**src/spu_pkg.sv**
```systemverilog
// package: register map, field positions, reset values, timing and state codes
package spu_pkg;
  // register byte addresses
  localparam logic [4:0] SPU_ADDR_CONTROL = 5'h00;
  localparam logic [4:0] SPU_ADDR_BUFFER = 5'h04;
  localparam logic [4:0] SPU_ADDR_RATE = 5'h08;
  localparam logic [4:0] SPU_ADDR_POWER = 5'h0c;
  localparam logic [4:0] SPU_ADDR_RELOAD = 5'h10;
  // serial_control fields
  localparam int SPU_CTL_RX_DONE = 0;
  localparam int SPU_CTL_TX_DONE = 1;
  localparam int SPU_CTL_RX_NINTH = 2;
  localparam int SPU_CTL_TX_NINTH = 3;
  localparam int SPU_CTL_RX_EN = 4;
  localparam int SPU_CTL_FAULT = 5;
  localparam int SPU_CTL_MODE_LO = 6;
  localparam int SPU_CTL_MODE_HI = 7;
  // rate_gen_control fields
  localparam int SPU_RATE_SYNC_SRC = 0;
  localparam int SPU_RATE_BYPASS = 1;
  localparam int SPU_RATE_RX_SEL = 2;
  localparam int SPU_RATE_TX_SEL = 3;
  localparam int SPU_RATE_RUN = 4;
  // power_control fields
  localparam int SPU_PWR_FULL_SPEED = 0;
  localparam int SPU_PWR_FRAME_CHECK = 6;
  localparam int SPU_PWR_DOUBLER = 7;
  // reset values
  localparam logic [7:0] SPU_CTL_RESET = 8'h00;
  localparam logic [7:0] SPU_RATE_RESET = 8'h00;
  localparam logic [7:0] SPU_PWR_RESET = 8'h00;
  localparam logic [7:0] SPU_RELOAD_RESET = 8'h00;
  localparam logic [7:0] SPU_BUF_RESET = 8'h00;
  // timing counts
  localparam logic [2:0] SPU_PRESCALE_DIV = 3'h6;
  localparam logic [3:0] SPU_SYNC_FIXED_DIV = 4'h6;
  localparam logic [3:0] SPU_OVS = 4'hf;
  localparam logic [3:0] SPU_OVS_MID = 4'h7;
  localparam logic [3:0] SPU_SYNC_BITS = 4'h8;
  localparam logic [3:0] SPU_FRAME_MODE1 = 4'ha;
  localparam logic [3:0] SPU_FRAME_MODE23 = 4'hb;
  // states, one-hot
  typedef enum logic [2:0] {
    SPU_TX_IDLE = 3'b001,
    SPU_TX_ASYNC = 3'b010,
    SPU_TX_SYNC = 3'b100
  } spu_tx_e;
  typedef enum logic [1:0] {
    SPU_RX_IDLE = 2'b01,
    SPU_RX_BUSY = 2'b10
  } spu_rx_e;
endpackage : spu_pkg

```
**src/spu_rate_gen.sv**
```systemverilog
// internal reload baud generator: prescaler and 8-bit auto-reload counter
`timescale 1ns/1ps
module spu_rate_gen
  import spu_pkg::*;
(
  // clock and reset
  input wire logic i_clock,
  input wire logic i_rst,
  // control
  input wire logic i_per_tick,
  input wire logic i_run,
  input wire logic i_bypass,
  input wire logic [7:0] i_reload,
  // overflow pulse
  output logic o_ovf
);
  logic [2:0] pre;
  logic [7:0] cnt;
  wire pre_hit = i_bypass | (pre == SPU_PRESCALE_DIV - 3'h1);
  wire step = i_run & i_per_tick & pre_hit;
  wire wrap = (cnt == 8'hff);

  always_ff @(posedge i_clock or posedge i_rst) begin
    if (i_rst) begin
      pre <= 3'h0;
      cnt <= SPU_RELOAD_RESET;
      o_ovf <= 1'b0;
    end else begin
      o_ovf <= step & wrap;
      if (i_run & i_per_tick) begin
        pre <= pre_hit ? 3'h0 : pre + 3'h1;
      end
      if (step) begin
        cnt <= wrap ? i_reload : cnt + 8'h01;
      end
    end
  end
endmodule : spu_rate_gen

```
**src/spu_serial_port.sv**
```systemverilog
// serial port: synchronous shift mode and three asynchronous modes on Avalon-MM
//
// Local design decisions: the register addresses and the Avalon-MM interface to the registers.
`timescale 1ns/1ps
// Function
// mode 0 half-duplex, eight clocks per byte
// mode 0 shifts eight bits, lsb first
// buffer write in mode 0 starts transmit
// each shift clock is high then low
// after bit 7 drive data high, tx_done
// software starts mode 0 receive via control
// mode 0 receive samples eight bits, rx_done
// mode 0 rate: clock/6 or generator
// generator rate formula with doubler, bypass
// mode 1 ten-bit frame, stop to ninth
// modes 2/3 eleven-bit frame with ninth bit
// two select bits choose the mode
// buffer write starts async transmit
// receive starts on falling input edge
// frame check flags bad stop bit
// stop_bit_fault sticky until software write
// frame check moves rx_done to stop
// modes 1/3 pick rx, tx rate sources
// mode 2 rate clock/32 or clock/16
// software loads reload value for baud
// peripheral clock halved in half-speed mode
// generator: reload timer, prescale, run bit
// software clears done flags itself
// async line idles high, start low
// async receive samples mid-bit, sixteen ticks
module spu_serial_port
  import spu_pkg::*;
(
  // clock and reset
  input wire logic i_clock,
  input wire logic i_rst,
  // avalon-mm slave
  input wire logic [4:0] i_address,
  input wire logic i_read,
  input wire logic i_write,
  input wire logic [31:0] i_writedata,
  output logic [31:0] o_readdata,
  output logic o_waitrequest,
  // external timer overflow, same clock
  input wire logic i_t1_ovf,
  // serial pins
  input wire logic i_io_in,
  output logic o_io_out,
  output logic o_io_oe_n,
  output logic o_out_pin
);
  logic [7:0] ctl;
  logic [7:0] next_ctl;
  logic [7:0] rate_ctl;
  logic [7:0] pwr_ctl;
  logic [7:0] reload;
  logic [7:0] rx_buf;
  logic io_m;
  logic io_s;
  logic io_d;
  logic per_half;
  logic h_per;
  logic h_int;
  logic h_t1;
  logic ovf_int;
  spu_tx_e tx_st;
  spu_rx_e rx_st;
  logic [9:0] tsh;
  logic [3:0] tbit;
  logic [3:0] tcnt;
  logic sy_rx;
  logic sy_ph;
  logic [8:0] rsh;
  logic [3:0] rbit;
  logic [3:0] rcnt;

  function automatic logic halve(input logic ev, input logic dbl, input logic h);
    return ev & (dbl | h);
  endfunction : halve

  // mode decode
  wire mode0 = ~ctl[SPU_CTL_MODE_HI] & ~ctl[SPU_CTL_MODE_LO];
  wire mode1 = ~ctl[SPU_CTL_MODE_HI] & ctl[SPU_CTL_MODE_LO];
  wire mode2 = ctl[SPU_CTL_MODE_HI] & ~ctl[SPU_CTL_MODE_LO];
  wire smod = pwr_ctl[SPU_PWR_DOUBLER];
  wire fce = pwr_ctl[SPU_PWR_FRAME_CHECK];

  // bus decode
  wire req = i_read | i_write;
  wire take = req & ~o_waitrequest;
  wire wr_ctl = i_write & take & (i_address == SPU_ADDR_CONTROL);
  wire wr_buf = i_write & take & (i_address == SPU_ADDR_BUFFER);
  wire wr_rate = i_write & take & (i_address == SPU_ADDR_RATE);
  wire wr_pwr = i_write & take & (i_address == SPU_ADDR_POWER);
  wire wr_reload = i_write & take & (i_address == SPU_ADDR_RELOAD);
  wire [31:0] rd_mux =
    (i_address == SPU_ADDR_CONTROL) ? {24'h000000, ctl} :
    (i_address == SPU_ADDR_BUFFER) ? {24'h000000, rx_buf} :
    (i_address == SPU_ADDR_RATE) ? {24'h000000, rate_ctl} :
    (i_address == SPU_ADDR_POWER) ? {24'h000000, pwr_ctl} :
    (i_address == SPU_ADDR_RELOAD) ? {24'h000000, reload} : 32'h00000000;

  // peripheral tick: every clock at full speed, every second clock otherwise
  wire per_tick = pwr_ctl[SPU_PWR_FULL_SPEED] | per_half;
  wire tick_int = halve(ovf_int, smod, h_int);
  wire tick_t1 = halve(i_t1_ovf, smod, h_t1);
  wire m2_tick = halve(per_tick, smod, h_per);
  wire tx_tick = mode2 ? m2_tick : (rate_ctl[SPU_RATE_TX_SEL] ? tick_int : tick_t1);
  wire rx_tick = mode2 ? m2_tick : (rate_ctl[SPU_RATE_RX_SEL] ? tick_int : tick_t1);

  // mode 0 half-bit timing: three peripheral ticks fixed, eight generator ticks variable
  wire sy_var = rate_ctl[SPU_RATE_SYNC_SRC];
  wire sy_src = sy_var ? tick_int : per_tick;
  wire [3:0] sy_lim = sy_var ? SPU_OVS_MID : (SPU_SYNC_FIXED_DIV >> 1) - 4'h1;

  // transmit timing
  wire in_sync = (tx_st == SPU_TX_SYNC);
  wire t_tick = in_sync ? sy_src : tx_tick;
  wire t_end = t_tick & (tcnt == (in_sync ? sy_lim : SPU_OVS));
  wire [3:0] t_last = (mode1 ? SPU_FRAME_MODE1 : SPU_FRAME_MODE23) - 4'h1;
  wire sy_bit_end = in_sync & t_end & sy_ph;
  wire sy_last = sy_bit_end & (tbit == SPU_SYNC_BITS - 4'h1);
  wire tx_set = (tx_st == SPU_TX_ASYNC && t_end && tbit == t_last) | (sy_last & ~sy_rx);
  wire sy_rx_done = sy_last & sy_rx;
  wire [7:0] sy_byte = {io_s, tsh[7:1]};
  wire sy_rx_go = wr_ctl & ~i_writedata[SPU_CTL_MODE_HI] & ~i_writedata[SPU_CTL_MODE_LO]
    & i_writedata[SPU_CTL_RX_EN] & ~i_writedata[SPU_CTL_RX_DONE];

  // receive timing
  wire rx_on = ctl[SPU_CTL_RX_EN] & ~mode0;
  wire fall = io_d & ~io_s;
  wire [3:0] r_last = mode1 ? 4'h8 : 4'h9;
  wire r_samp = (rx_st == SPU_RX_BUSY) & rx_tick & (rcnt == SPU_OVS_MID);
  wire false_start = r_samp & (rbit == 4'h0) & io_s;
  wire data_ev = r_samp & (rbit == r_last);
  wire stop_ev = r_samp & (rbit == r_last + 4'h1);
  wire [8:0] rsh_in = {io_s, rsh[8:1]};
  wire [8:0] rx_word = data_ev ? rsh_in : rsh;
  wire rx_ld = fce ? stop_ev : data_ev;
  wire [7:0] rx_data = mode1 ? rx_word[8:1] : rx_word[7:0];
  wire rx9_ld = mode1 ? stop_ev : rx_ld;
  wire rx9_val = mode1 ? io_s : rx_word[8];
  wire fe_set = stop_ev & fce & ~io_s;

  // hardware sets win over a software write in the same cycle
  always_comb begin
    next_ctl = wr_ctl ? i_writedata[7:0] : ctl;
    if (tx_set) begin
      next_ctl[SPU_CTL_TX_DONE] = 1'b1;
    end
    if (rx_ld | sy_rx_done) begin
      next_ctl[SPU_CTL_RX_DONE] = 1'b1;
    end
    if (fe_set) begin
      next_ctl[SPU_CTL_FAULT] = 1'b1;
    end
    if (rx9_ld) begin
      next_ctl[SPU_CTL_RX_NINTH] = rx9_val;
    end
  end

  // bus slave: one wait cycle, answer in the cycle after
  always_ff @(posedge i_clock or posedge i_rst) begin
    if (i_rst) begin
      o_waitrequest <= 1'b1;
      o_readdata <= 32'h00000000;
    end else begin
      o_waitrequest <= ~(req & o_waitrequest);
      if (req & o_waitrequest) begin
        o_readdata <= rd_mux;
      end
    end
  end

  // registers
  always_ff @(posedge i_clock or posedge i_rst) begin
    if (i_rst) begin
      ctl <= SPU_CTL_RESET;
      rate_ctl <= SPU_RATE_RESET;
      pwr_ctl <= SPU_PWR_RESET;
      reload <= SPU_RELOAD_RESET;
      rx_buf <= SPU_BUF_RESET;
    end else begin
      ctl <= next_ctl;
      if (wr_rate) rate_ctl <= i_writedata[7:0];
      if (wr_pwr) pwr_ctl <= i_writedata[7:0];
      if (wr_reload) reload <= i_writedata[7:0];
      if (sy_rx_done) begin
        rx_buf <= sy_byte;
      end else if (rx_ld) begin
        rx_buf <= rx_data;
      end
    end
  end

  // input synchroniser and rate dividers
  always_ff @(posedge i_clock or posedge i_rst) begin
    if (i_rst) begin
      io_m <= 1'b1;
      io_s <= 1'b1;
      io_d <= 1'b1;
      per_half <= 1'b0;
      h_per <= 1'b0;
      h_int <= 1'b0;
      h_t1 <= 1'b0;
    end else begin
      io_m <= i_io_in;
      io_s <= io_m;
      io_d <= io_s;
      per_half <= ~per_half;
      if (per_tick) h_per <= ~h_per;
      if (ovf_int) h_int <= ~h_int;
      if (i_t1_ovf) h_t1 <= ~h_t1;
    end
  end

  spu_rate_gen u_rate_gen (
    .i_clock(i_clock),
    .i_rst(i_rst),
    .i_per_tick(per_tick),
    .i_run(rate_ctl[SPU_RATE_RUN]),
    .i_bypass(rate_ctl[SPU_RATE_BYPASS]),
    .i_reload(reload),
    .o_ovf(ovf_int)
  );

  // transmitter and mode 0 shift engine
  always_ff @(posedge i_clock or posedge i_rst) begin
    if (i_rst) begin
      tx_st <= SPU_TX_IDLE;
      tsh <= 10'h3ff;
      tbit <= 4'h0;
      tcnt <= 4'h0;
      sy_rx <= 1'b0;
      sy_ph <= 1'b0;
      o_out_pin <= 1'b1;
      o_io_out <= 1'b1;
      o_io_oe_n <= 1'b1;
    end else begin
      unique case (tx_st)
        SPU_TX_IDLE: begin
          tcnt <= 4'h0;
          tbit <= 4'h0;
          sy_ph <= 1'b0;
          o_out_pin <= 1'b1;
          o_io_oe_n <= ~mode0;
          if (sy_rx_go) begin
            tx_st <= SPU_TX_SYNC;
            sy_rx <= 1'b1;
            tsh <= 10'h3ff;
            o_io_oe_n <= 1'b1;
          end else if (wr_buf & mode0) begin
            tx_st <= SPU_TX_SYNC;
            sy_rx <= 1'b0;
            tsh <= {2'b11, i_writedata[7:0]};
            o_io_out <= i_writedata[0];
            o_io_oe_n <= 1'b0;
          end else if (wr_buf) begin
            tx_st <= SPU_TX_ASYNC;
            tsh <= {1'b1, mode1 | ctl[SPU_CTL_TX_NINTH], i_writedata[7:0]};
            o_out_pin <= 1'b0;
          end
        end
        SPU_TX_ASYNC: begin
          if (t_tick) begin
            tcnt <= tcnt + 4'h1;
          end
          if (t_end) begin
            if (tbit == t_last) begin
              tx_st <= SPU_TX_IDLE;
            end else begin
              o_out_pin <= tsh[0];
              tsh <= {1'b1, tsh[9:1]};
              tbit <= tbit + 4'h1;
            end
          end
        end
        SPU_TX_SYNC: begin
          if (t_tick) begin
            tcnt <= t_end ? 4'h0 : tcnt + 4'h1;
          end
          if (t_end & ~sy_ph) begin
            sy_ph <= 1'b1;
            o_out_pin <= 1'b0;
          end
          if (sy_bit_end) begin
            sy_ph <= 1'b0;
            o_out_pin <= 1'b1;
            tsh <= {2'b11, sy_rx ? io_s : tsh[8], tsh[7:1]};
            o_io_out <= sy_rx ? o_io_out : (sy_last | tsh[1]);
            tbit <= tbit + 4'h1;
            if (sy_last) begin
              tx_st <= SPU_TX_IDLE;
            end
          end
        end
        default: tx_st <= SPU_TX_IDLE;
      endcase
    end
  end

  // asynchronous receiver
  always_ff @(posedge i_clock or posedge i_rst) begin
    if (i_rst) begin
      rx_st <= SPU_RX_IDLE;
      rsh <= 9'h000;
      rbit <= 4'h0;
      rcnt <= 4'h0;
    end else begin
      unique case (rx_st)
        SPU_RX_IDLE: begin
          rcnt <= 4'h0;
          rbit <= 4'h0;
          if (rx_on & fall) begin
            rx_st <= SPU_RX_BUSY;
          end
        end
        SPU_RX_BUSY: begin
          if (rx_tick) begin
            rcnt <= rcnt + 4'h1;
          end
          if (r_samp && rbit != 4'h0 && rbit <= r_last) begin
            rsh <= rsh_in;
          end
          if (rx_tick && rcnt == SPU_OVS) begin
            rbit <= rbit + 4'h1;
          end
          if (~rx_on | false_start | stop_ev) begin
            rx_st <= SPU_RX_IDLE;
          end
        end
        default: rx_st <= SPU_RX_IDLE;
      endcase
    end
  end
endmodule : spu_serial_port

```
**config.mk**
```make
export PLATFORM = sky130hd
export DESIGN_NAME = spu_serial_port
export DESIGN_NICKNAME = d
export VERILOG_FILES = /design/src/spu_pkg.sv /design/src/spu_rate_gen.sv /design/src/spu_serial_port.sv
export SDC_FILE = /design/constraint.sdc
export NUM_CORES = 1
export LEC_CHECK = 0
export BUFFER_PORTS_ARGS = -buffer_cell sky130_fd_sc_hd__buf_2
export CORE_MARGIN = 2
export CORE_UTILIZATION = 47
export DETAILED_ROUTE_END_ITERATION = 8
export GPL_TIMING_DRIVEN = 0
export PLACE_DENSITY = 0.65
export SLEW_MARGIN = 20
export SYNTH_ARGS = -nofsm -noshare
export SYNTH_HDL_FRONTEND = slang
export SYNTH_SLANG_ARGS = --single-unit
```
**constraint.sdc**
```tcl
create_clock -name i_clock -period 4.7 [get_ports i_clock]
set_input_delay 0.94 -clock i_clock [delete_from_list [all_inputs] [get_ports i_clock]]
set_output_delay 0.94 -clock i_clock [all_outputs]
set_load 0.03 [all_outputs]
```
==> results of run 1 <==
==> power groups by stage <==
| stage | logic (uW) | clock network [uW] | registers [uW] |
|---|---|---|---|
| 2_1_floorplan | 402 | 0 | 1240 |
| 3_3_place_gp | 539 | 0 | 1240 |
| 3_5_place_dp | 552 | 0 | 1250 |
| 4_1_cts | 556 | 738 | 1230 |
| 5_1_grt | 607 | 779 | 1250 |
| 6_report | 555 | 724 | 1230 |
==> final timing paths <==
| kind | from | end | depth (start not counted) |
|---|---|---|---|
| worst max-delay path | ctl[6] | rx_buf[6] | 10 |
| worst min-delay path | io_m | io_s | 0 |
| worst max register to register | ctl[6] | rx_buf[6] | 10 |
| worst min register to register | io_m | io_s | 0 |
| max in group asynchronous | i_rst | tsh[7] | 3 |
| min in group asynchronous | i_rst | rsh[1] | 2 |
==> flip-flops by register name (all words and copies together) (netlist names), 2 cells and up <==
register and flops:
ctl 8, o_readdata 8, pwr_ctl 8, rate_ctl 8, rbit 4, rcnt 4
reload 8, rsh 9, rx_buf 8, rx_st 2, tbit 4, tcnt 4
tsh 9, tx_st 3, u_rate_gen.cnt 8, u_rate_gen.pre 3
==> layer usage <==
metal	vias to the layer above	share of wire (%)	global-route usage [%]	wire length (microns)
li1	2205	-	-	-
met1	2268	45	30.7	6570
met2	164	47	35.7	6830
met3	27	6.2	3.84	915
met4	0	2.5	9.41	369
met5	-	0	0	0
==> per-stage QoR <==
| step | std cells | setup TNS, ps |
|---|---|---|
| after CTS | 816 | 0 |
| final | 816 | 0 |
| after detailed placement | 800 | 0 |
| after global routing | 816 | 0 |
| after global placement | 799 | -40520 |
| after floorplan | 597 | 0 |
==> cell type report <==
class / instances / area, sq um / share of cell area, %
plain buffers: 41 / 279 / 4.14
clock buffers: 11 / 243 / 3.60
clock inverters: 5 / 33.8 / 0.502
inverters: 12 / 50.0 / 0.743
multi-input cells: 432 / 2910 / 43.2
flip-flops and latches: 112 / 2830 / 41.9
well taps: 172 / 215 / 3.20
repair buffers: 31 / 178 / 2.64
==> critical path, stage by stage (launching register included) <==
cell and delay (ps):
dfrtp_1 480, nor2b_1 160, clkbuf_1 270, inv_1 150, ha_1 360, or4b_2 630
o21ai_0 220, a21o_1 220, o2111a_1 380, o221ai_1 170, o21ai_0 210
==> logic make-up after synthesis <==
| logic type | Yosys count | synth area share [%] |
|---|---|---|
| buffers and inverters | 53 | 5.42 |
| DFF | 112 | 47.3 |
| muxes | 54 | 10.3 |
| AOI/OAI and AO/OA | 142 | 16.2 |
| other | 1 | 0.0628 |
| xor gates and xnor gates | 14 | 2.05 |
| and+or+nand+nor | 189 | 16.8 |
| adders and majority gates | 9 | 1.88 |
==> cells in the final DEF (no fill, tap or decap), drive strengths merged, types with 4 or more instances in the layout <==
| cell | count |
|---|---|
| dfrtp | 94 |
| buf | 61 |
| nand2 | 57 |
| o21ai | 47 |
| mux2 | 46 |
| nor2 | 30 |
| conb | 24 |
| nand3 | 22 |
| clkbuf | 22 |
| a21oi | 20 |
| dfstp | 18 |
| nor2b | 16 |
| o221ai | 14 |
| inv | 12 |
| nand2b | 10 |
| ha | 9 |
| a222oi | 8 |
| mux2i | 8 |
| a22oi | 8 |
| xor2 | 8 |
| nor3 | 8 |
| and3 | 7 |
| o211ai | 6 |
| xnor2 | 6 |
| nand4 | 6 |
| nor3b | 6 |
| o31ai | 5 |
| a21o | 5 |
| a31oi | 5 |
| and2 | 5 |
| o22ai | 4 |
| nor4 | 4 |
| o2bb2ai | 4 |
==> results.sh, run 1 <==
export IMPL_avgViaCountPerCell=5.72
export IMPL_diodes=0
export IMPL_p_total_uw=2510
export IMPL_drtPass1Iterations=6
export IMPL_area_growth_pct=12.7
export IMPL_wirelength_microns=14700
export IMPL_finalHoldViolCount=0
export IMPL_cts_resized=0
export IMPL_crit_type="flip-flop to flip-flop"
export IMPL_netlist_instances=574
export IMPL_slew_headroom_pct=32.9
export IMPL_async_flop_share_pct=100
export IMPL_hp_class="flip-flop to flip-flop"
export IMPL_seq_power_share_pct=49.1
export IMPL_syn_cell_area_sq_um=5970
export IMPL_syn_area_per_cell_sq_um=10.4
export IMPL_drv_cap=0
export IMPL_cp_data_arrival_time_ps=3590
export IMPL_drc=0
export IMPL_status="complete, no violations"
export IMPL_numClockSinks=112
export IMPL_grt_overflow_total=0
export IMPL_fin_crit_sh_pct=70.9
export IMPL_synth_cell_types=68
export IMPL_postCtsSetupBuffers=0
export IMPL_synth_area_leaders="dfrtp_1, dfstp_2, mux2_2"
export IMPL_nets=691
export IMPL_grtUsageTotal_pct=22.5
export IMPL_synth_seq_area_share_pct=47.3
export IMPL_rrSetupSlack_ps=1370
export IMPL_dieArea_sq_um=13600
export IMPL_initial_core_util_pct=47.7
export IMPL_power_internal_uw=1730
export IMPL_fin_ws_ps=1370
export IMPL_switching_share_pct=31.3
export IMPL_post_place_ws_ps=1450
export IMPL_skew_ps=13.1
export IMPL_io_pins=79
export IMPL_root_buffer="clkbuf_16"
export IMPL_clockBufferDepth=2
export IMPL_antenna_found_initial=0
export IMPL_io_buffers=30
export IMPL_grt_first_pass_wirelength_microns=23100
export IMPL_cts_buffers=9
export IMPL_ys_seq_elements=112
export IMPL_yosys_warnings=0
export IMPL_die_w_microns=117
export IMPL_die_h_microns=117
export IMPL_post_route_min_period_ps=3330
export IMPL_power_frac_clock_pct=28.8
export IMPL_globalplace_congestion=0.917
export IMPL_dp_hpwl_microns=11000
export IMPL_first_global_vias=4309
export IMPL_setup_viol=0
export IMPL_rows=41
export IMPL_netlist_top_cells_count="dfrtp_1, nand2_1, o21ai_0, mux2_2, nor2_1"
export IMPL_synth_edf_count=0
export IMPL_stdcell_area_sq_um=6740
export IMPL_combPwrFrac_pct=22.1
export IMPL_clk_pin_slew_ps=70
export IMPL_cts_tree="built"
export IMPL_end_kind="flip-flop"
export IMPL_tightest_slew_ps=1000
export IMPL_postPlaceCellArea_sq_um=6460
export IMPL_synth_ff_type="dfrtp_1"
export IMPL_nFillCells=1144
export IMPL_core_area_sq_um=12500
export IMPL_max_freq_mhz=300
export IMPL_yosysTopAreaCell="dfrtp_1"
export IMPL_synth_most_common_cell="dfrtp_1"
export IMPL_drive_gt1_share_pct=23.8
export IMPL_wl_per_cell_microns=18.0
export IMPL_ant_nets=0
export IMPL_leakagePower_uw=0.00306
export IMPL_synth_top_area_share_pct=39.4
export IMPL_drt_iter0_markers=456
export IMPL_fin_util_pct=53.8
export IMPL_cts_hold_buf=0
export IMPL_grt_max_degree=70
export IMPL_rsz0062_at_grt="false"
export IMPL_powerDensity_nw_per_um2=373
export IMPL_clock_latency_ps=360
export IMPL_slew_viol_final=0
export IMPL_required_ps=4960
export IMPL_htree_levels=3
export IMPL_holdWs_ps=364
export IMPL_crit_path_max_fanout=9
export IMPL_vdd_ir_drop_max_v=0.000181
export IMPL_worstSetupStartpointType="flip-flop"
export IMPL_switchingPower_uw=785
export IMPL_num_vias=4664
(Power assumes the default switching activity.)
==> inputs of run 2 (changes only) <==
==> constraint.sdc (replaced) <==
create_clock -name i_clock -period 3.4 [get_ports i_clock]
set_input_delay 0.68 -clock i_clock [delete_from_list [all_inputs] [get_ports i_clock]]
set_output_delay 0.68 -clock i_clock [all_outputs]
set_load 0.03 [all_outputs]
==> run 2 against run 1 <==
- combinational power increased by 40%
- cell count rose by 0.25%
- highest routed layer unchanged
- worst setup slack got worse by 1000 ps
- cell area grew 1.0%
- largest power group unchanged
- via count is 2.0% lower
==> results.sh, run 2 (synthesis gave the netlist of run 1 again) <==
export IMPL_drive_gt1_share_pct=24.6
export IMPL_crit_path_frequent_cell="o21ai_0"
export IMPL_initial_core_util_pct=47.7
export IMPL_final_cell_mix="dfrtp_1, nand2_1, o21ai_0, mux2_2, buf_2"
export IMPL_r2r_end="rx_buf[0]"
export IMPL_slew_headroom_pct=50.4
export IMPL_worstSetupStartpointType="flip-flop"
export IMPL_drtPass1Iterations=5
export IMPL_core_area_sq_um=12500
export IMPL_hp_start="io_m"
export IMPL_clock_latency_ps=360
export IMPL_layout_commonest_cell="dfrtp_1"
export IMPL_setup_tns_ps=0
export IMPL_fin_util_pct=54.4
export IMPL_drc=0
export IMPL_setup_viol=0
export IMPL_tightest_slew_ps=737
export IMPL_globalplace_congestion=0.865
export IMPL_wirelength_microns=14600
export IMPL_grtUsageTotal_pct=22.9
export IMPL_post_route_min_period_ps=3060
export IMPL_slowest_delay_ps=630
export IMPL_drv_cap=0
export IMPL_drt_iter0_markers=315
export IMPL_io_buffers=30
export IMPL_status="complete, no violations"
export IMPL_crit_path_max_fanout=9
export IMPL_cts_buffers=9
export IMPL_cp_data_arrival_time_ps=3290
export IMPL_dp_hpwl_microns=11000
export IMPL_wl_per_cell_microns=17.9
export IMPL_grt_max_degree=32
export IMPL_num_vias=4572
export IMPL_finalHoldViolCount=0
export IMPL_nets=693
export IMPL_htree_levels=3
export IMPL_leakagePower_uw=0.00309
export IMPL_hp_class="flip-flop to flip-flop"
export IMPL_io_pins=79
export IMPL_fin_crit_sh_pct=90.0
export IMPL_die_w_microns=117
export IMPL_skew_ps=9.60
export IMPL_ant_nets=0
export IMPL_avgViaCountPerCell=5.59
export IMPL_clockBufferDepth=2
export IMPL_area_growth_pct=13.9
export IMPL_clk_pin_slew_ps=70
export IMPL_rsz0062_at_grt="false"
export IMPL_end_kind="flip-flop"
export IMPL_vdd_ir_drop_max_v=0.000345
export IMPL_rrSetupSlack_ps=340
export IMPL_path_delay_family="compound AO/OA/AOI/OAI gates"
export IMPL_grt_first_pass_wirelength_microns=23400
export IMPL_slew_viol_final=0
export IMPL_rows=41
export IMPL_die_h_microns=117
export IMPL_fin_ws_ps=339
export IMPL_stdcell_area_sq_um=6810
export IMPL_grt_overflow_total=0
export IMPL_post_place_ws_ps=131
export IMPL_top_regs="rsh: 9 flops, tsh: 9 flops"
export IMPL_postCtsSetupBuffers=0
export IMPL_numClockSinks=112
export IMPL_path_buf_inv=2
export IMPL_min_to="io_s"
export IMPL_antenna_found_initial=0
export IMPL_crit_type="flip-flop to flip-flop"
export IMPL_dieArea_sq_um=13600
export IMPL_r2r_start="ctl[6]"
export IMPL_first_global_vias=4374
export IMPL_crit_slowest_cell="or4b_2"
export IMPL_r2r_cells=10
export IMPL_required_ps=3630
export IMPL_root_buffer="clkbuf_16"
export IMPL_powerDensity_nw_per_um2=526
export IMPL_postPlaceCellArea_sq_um=6490
export IMPL_max_freq_mhz=327
export IMPL_cts_tree="built"
export IMPL_diodes=0
export IMPL_holdPathStages=0
export IMPL_path_cells="nor2b_1 -> clkbuf_2 -> inv_1 -> ha_1 -> or4b_2 -> o21ai_0 -> a21o_1 -> a31oi_2 -> a22oi_1 -> o21ai_0"
==> run 2: how the worst max path moves through the flow <==
stage | start | endpoint | cells after the start
2_1_floorplan | ctl[6] | rx_buf[0] | 10
3_3_place_gp | ctl[6] | rx_buf[0] | 10
3_5_place_dp | ctl[6] | rx_buf[0] | 10
4_1_cts | ctl[6] | rx_buf[0] | 10
5_1_grt | ctl[6] | rx_buf[6] | 10
6_report | ctl[6] | rx_buf[0] | 10
==> run 2: what timing repair did <==
item,CTS,global route
gates resized for setup,0,4
hold buffers,0,0
setup endpoints to repair,0,8
==> run 2: report_power, final <==
part           switching [uW]  internal, uW  leakage (uW)
Sequential                155          1560       0.00147
Combinational             459           320       0.00148
Clock                     509           582      0.000144
Total                    1120          2460       0.00309
==> run 2: stage by stage <==
step,std cells,hold WS [ps],total power (uW)
CTS,818,363,3610
global placement,799,354,2470
global route,818,366,3760
finish,818,359,3580
floorplan,597,345,2270
detailed placement,802,353,2510
==> run 2: layer usage <==
metal | wire length, microns | track usage [%] | up-vias
met2 | 7020 | 37.6 | 134
met1 | 6540 | 30.6 | 2223
li1 | - | - | 2202
met3 | 833 | 5.35 | 13
met5 | 0 | 0 | -
met4 | 253 | 6.20 | 0
==> run 2: worst register-to-register path, cell delays in order, from the launching register on <==
cell and delay [ps]:
dfrtp_1 510, nor2b_1 170, clkbuf_2 200, inv_1 110, ha_1 350, or4b_2 630, o21ai_0 200, a21o_1 210
a31oi_2 210, a22oi_1 230, o21ai_0 110
==> run 2: layout make-up <==
type / count / area [sq um]
Fill cell: 1140 / 5710
Multi-Input combinational cell: 432 / 2920
Sequential cell: 112 / 2830
Buffer: 41 / 280
Clock buffer: 10 / 229
Tap cell: 172 / 215
Timing Repair Buffer: 33 / 210
Clock inverter: 6 / 72.6
Inverter: 12 / 48.8
==> inputs of run 3 (changes only) <==
--- a/config.mk
+++ b/config.mk
@@ -5,6 +5,7 @@
 export SDC_FILE = /design/constraint.sdc
 export NUM_CORES = 1
 export LEC_CHECK = 0
+export ABC_AREA = 1
 export BUFFER_PORTS_ARGS = -buffer_cell sky130_fd_sc_hd__buf_2
 export CORE_MARGIN = 2
 export CORE_UTILIZATION = 47
==> run 3 against run 2 <==
- clock skew shrank 3.6 ps
- cell area grew 3.1%
- synthesized cell count grew 35%
- critical path depth grew 2
- area after synthesis grew 3.0%
- global-route usage shrank 0.85 points
- sequential power grew 7%
- worst hold slack lost 41 ps
- sequential share of layout area shrank 1.3 points
==> results.sh, run 3 <==
export IMPL_nets=895
export IMPL_cts_buffers=9
export IMPL_post_route_min_period_ps=2740
export IMPL_power_internal_uw=2610
export IMPL_htree_levels=3
export IMPL_synth_area_leaders="dfrtp_1, nand2_1, dfstp_2"
export IMPL_finalHoldViolCount=0
export IMPL_avgViaCountPerCell=5.19
export IMPL_slew_headroom_pct=47.5
export IMPL_path_delay_family="simple AND/OR/NAND/NOR gates"
export IMPL_setup_viol=0
export IMPL_initial_core_util_pct=48.4
export IMPL_top_usage_layer="met2"
export IMPL_postCtsSetupBuffers=0
export IMPL_status="complete, no violations"
export IMPL_postPlaceCellArea_sq_um=6700
export IMPL_async_flop_share_pct=100
export IMPL_dieArea_sq_um=14000
export IMPL_netlist_instances=775
export IMPL_io_pins=79
export IMPL_grt_use_met3_pct=5.45
export IMPL_grt_first_pass_wirelength_microns=24800
export IMPL_grt_util_met2_pct=34.9
export IMPL_synth_most_common_cell="nand2_1"
export IMPL_r2r_cells=12
export IMPL_syn_cell_area_sq_um=6150
export IMPL_antenna_found_initial=0
export IMPL_final_cell_mix="nand2_1, dfrtp_1, inv_1, o21ai_0, nand3_1"
export IMPL_cts_tree="built"
export IMPL_ant_nets=0
export IMPL_hp_class="input port to async pin"
export IMPL_max_freq_mhz=365
export IMPL_crit_path_max_fanout=10
export IMPL_vdd_ir_drop_max_v=0.000396
export IMPL_die_w_microns=118
export IMPL_setup_tns_ps=0
export IMPL_clk_pin_slew_ps=70
export IMPL_rrSetupSlack_ps=660
export IMPL_numClockSinks=112
export IMPL_io_buffers=30
export IMPL_path_cells="inv_2 -> nand2_1 -> clkbuf_1 -> ha_1 -> inv_1 -> nor3_2 -> nand4_1 -> buf_2 -> buf_2 -> o211ai_1 -> nand3_1 -> nand2_1"
export IMPL_nFillCells=1208
export IMPL_wirelength_microns=14900
export IMPL_yosysTopAreaCell="dfrtp_1"
export IMPL_first_global_vias=5049
export IMPL_synth_cell_types=48
export IMPL_die_h_microns=118
export IMPL_num_vias=5298
export IMPL_skew_ps=6.00
export IMPL_area_growth_pct=14.1
export IMPL_netlist_top_cells_count="nand2_1, dfrtp_1, inv_1, o21ai_0, nand3_1"
export IMPL_fin_crit_sh_pct=80.5
export IMPL_cts_resized=0
export IMPL_slew_viol_final=0
export IMPL_layout_commonest_cell="nand2_1"
export IMPL_drtPass1Iterations=5
export IMPL_grt_max_degree=36
export IMPL_r2r_end="rx_buf[0]"
export IMPL_use_met1_pct=30.0
export IMPL_crit_start="ctl[7]"
export IMPL_drc=0
export IMPL_drt_iter0_markers=409
export IMPL_synth_top_area_share_pct=38.2
export IMPL_rows=41
export IMPL_crit_type="flip-flop to flip-flop"
export IMPL_cp_data_arrival_time_ps=3030
export IMPL_rsz0062_at_grt="false"
export IMPL_switching_share_pct=32.6
export IMPL_synth_seq_area_share_pct=45.9
export IMPL_clock_latency_ps=350
export IMPL_ys_seq_elements=112
export IMPL_root_buffer="clkbuf_16"
export IMPL_worstSetupStartpointType="flip-flop"
export IMPL_dp_hpwl_microns=11600
export IMPL_stdcell_area_sq_um=7020
export IMPL_core_area_sq_um=12700
export IMPL_required_ps=3690
export IMPL_drive_gt1_share_pct=17.2
export IMPL_tightest_slew_ps=779
export IMPL_top_regs="rsh: 9 flops, tsh: 9 flops"
export IMPL_leakagePower_uw=0.00337
export IMPL_power_frac_clock_pct=29.4
export IMPL_clockBufferDepth=2
export IMPL_path_buf_inv=5
export IMPL_powerDensity_nw_per_um2=553
export IMPL_end_kind="flip-flop"
export IMPL_syn_area_per_cell_sq_um=7.94
export IMPL_synth_ff_type="dfrtp_1"
export IMPL_cts_hold_buf=0
export IMPL_seq_power_share_pct=47.1
export IMPL_crit_slowest_cell="dfrtp_1"
export IMPL_diodes=0
export IMPL_grtUsageTotal_pct=22.1
export IMPL_globalplace_congestion=0.958
export IMPL_wl_per_cell_microns=14.6
export IMPL_yosys_warnings=0
export IMPL_synth_edf_count=0
export IMPL_r2r_start="ctl[7]"
export IMPL_slowest_delay_ps=390
export IMPL_drv_cap=0
export IMPL_switchingPower_uw=1270
export IMPL_combPwrFrac_pct=23.5
export IMPL_grt_overflow_total=0
run 3: cell types whose count changed after synthesis, moves of 13 or more:
cell      before  now
mux2_2        42    0
nor2b_1       16    0
o221ai_1      14    1
nand3_1       22   58
inv_1         12   81
nand2_1       57  214
o21ai_0       43   72
nor2_1        30   46
run 3: cell families after synthesis:
group	Yosys count	synth area share [%]
simple gates	373	27.7
compound gates	141	13.3
buf+inv	128	9.58
flops	112	45.9
xor+xnor	11	1.57
fa+ha+maj	9	1.83
other cells	1	0.0610
run 3: metrics by stage:
stage               hold WS (ps)  util, %  power (uW)  cells  setup WS (ps)
CTS                          314     55.2        3910   1020            671
global placement             347     51.9        2710   1000            644
global route                 336     55.2        4100   1020            400
finish                       318     55.2        3880   1020            663
floorplan                    345        -        2500    798           1190
detailed placement           352     52.7        2770   1004            693
run 3: worst max path at each step:
stage,to,slack (ps),cells after the start
after floorplan,rx_buf[0],1190,13
after global placement,tbit[2],640,2
after detailed placement,rx_buf[6],690,12
after CTS,rx_buf[6],670,12
after global routing,rx_buf[0],400,11
final,rx_buf[0],660,12
run 3: power by group through the flow:
| stage | clock [uW] | sequential [uW] | combinational [uW] |
|---|---|---|---|
| global route | 1210 | 1860 | 1030 |
| finish | 1140 | 1830 | 913 |
| global placement | 0 | 1840 | 876 |
| floorplan | 0 | 1830 | 669 |
| detailed placement | 0 | 1850 | 921 |
| CTS | 1160 | 1820 | 925 |
run 3: cell type report:
type	instances	area (sq um)	area share, %
sequential	112	2830	40.3
clock inverter	4	68.8	0.981
buffer	36	244	3.48
multi-input combinational	558	2820	40.2
clock buffer	12	246	3.51
timing repair buffer	34	245	3.49
inverter	92	349	4.97
tap	172	215	3.07
run 3: metal layers:
metal / up-vias / share of wire [%]
li1: 2629 / -
met4: 0 / 2.4
met1: 2520 / 47
met3: 22 / 5.2
met5: - / 0
met2: 127 / 45
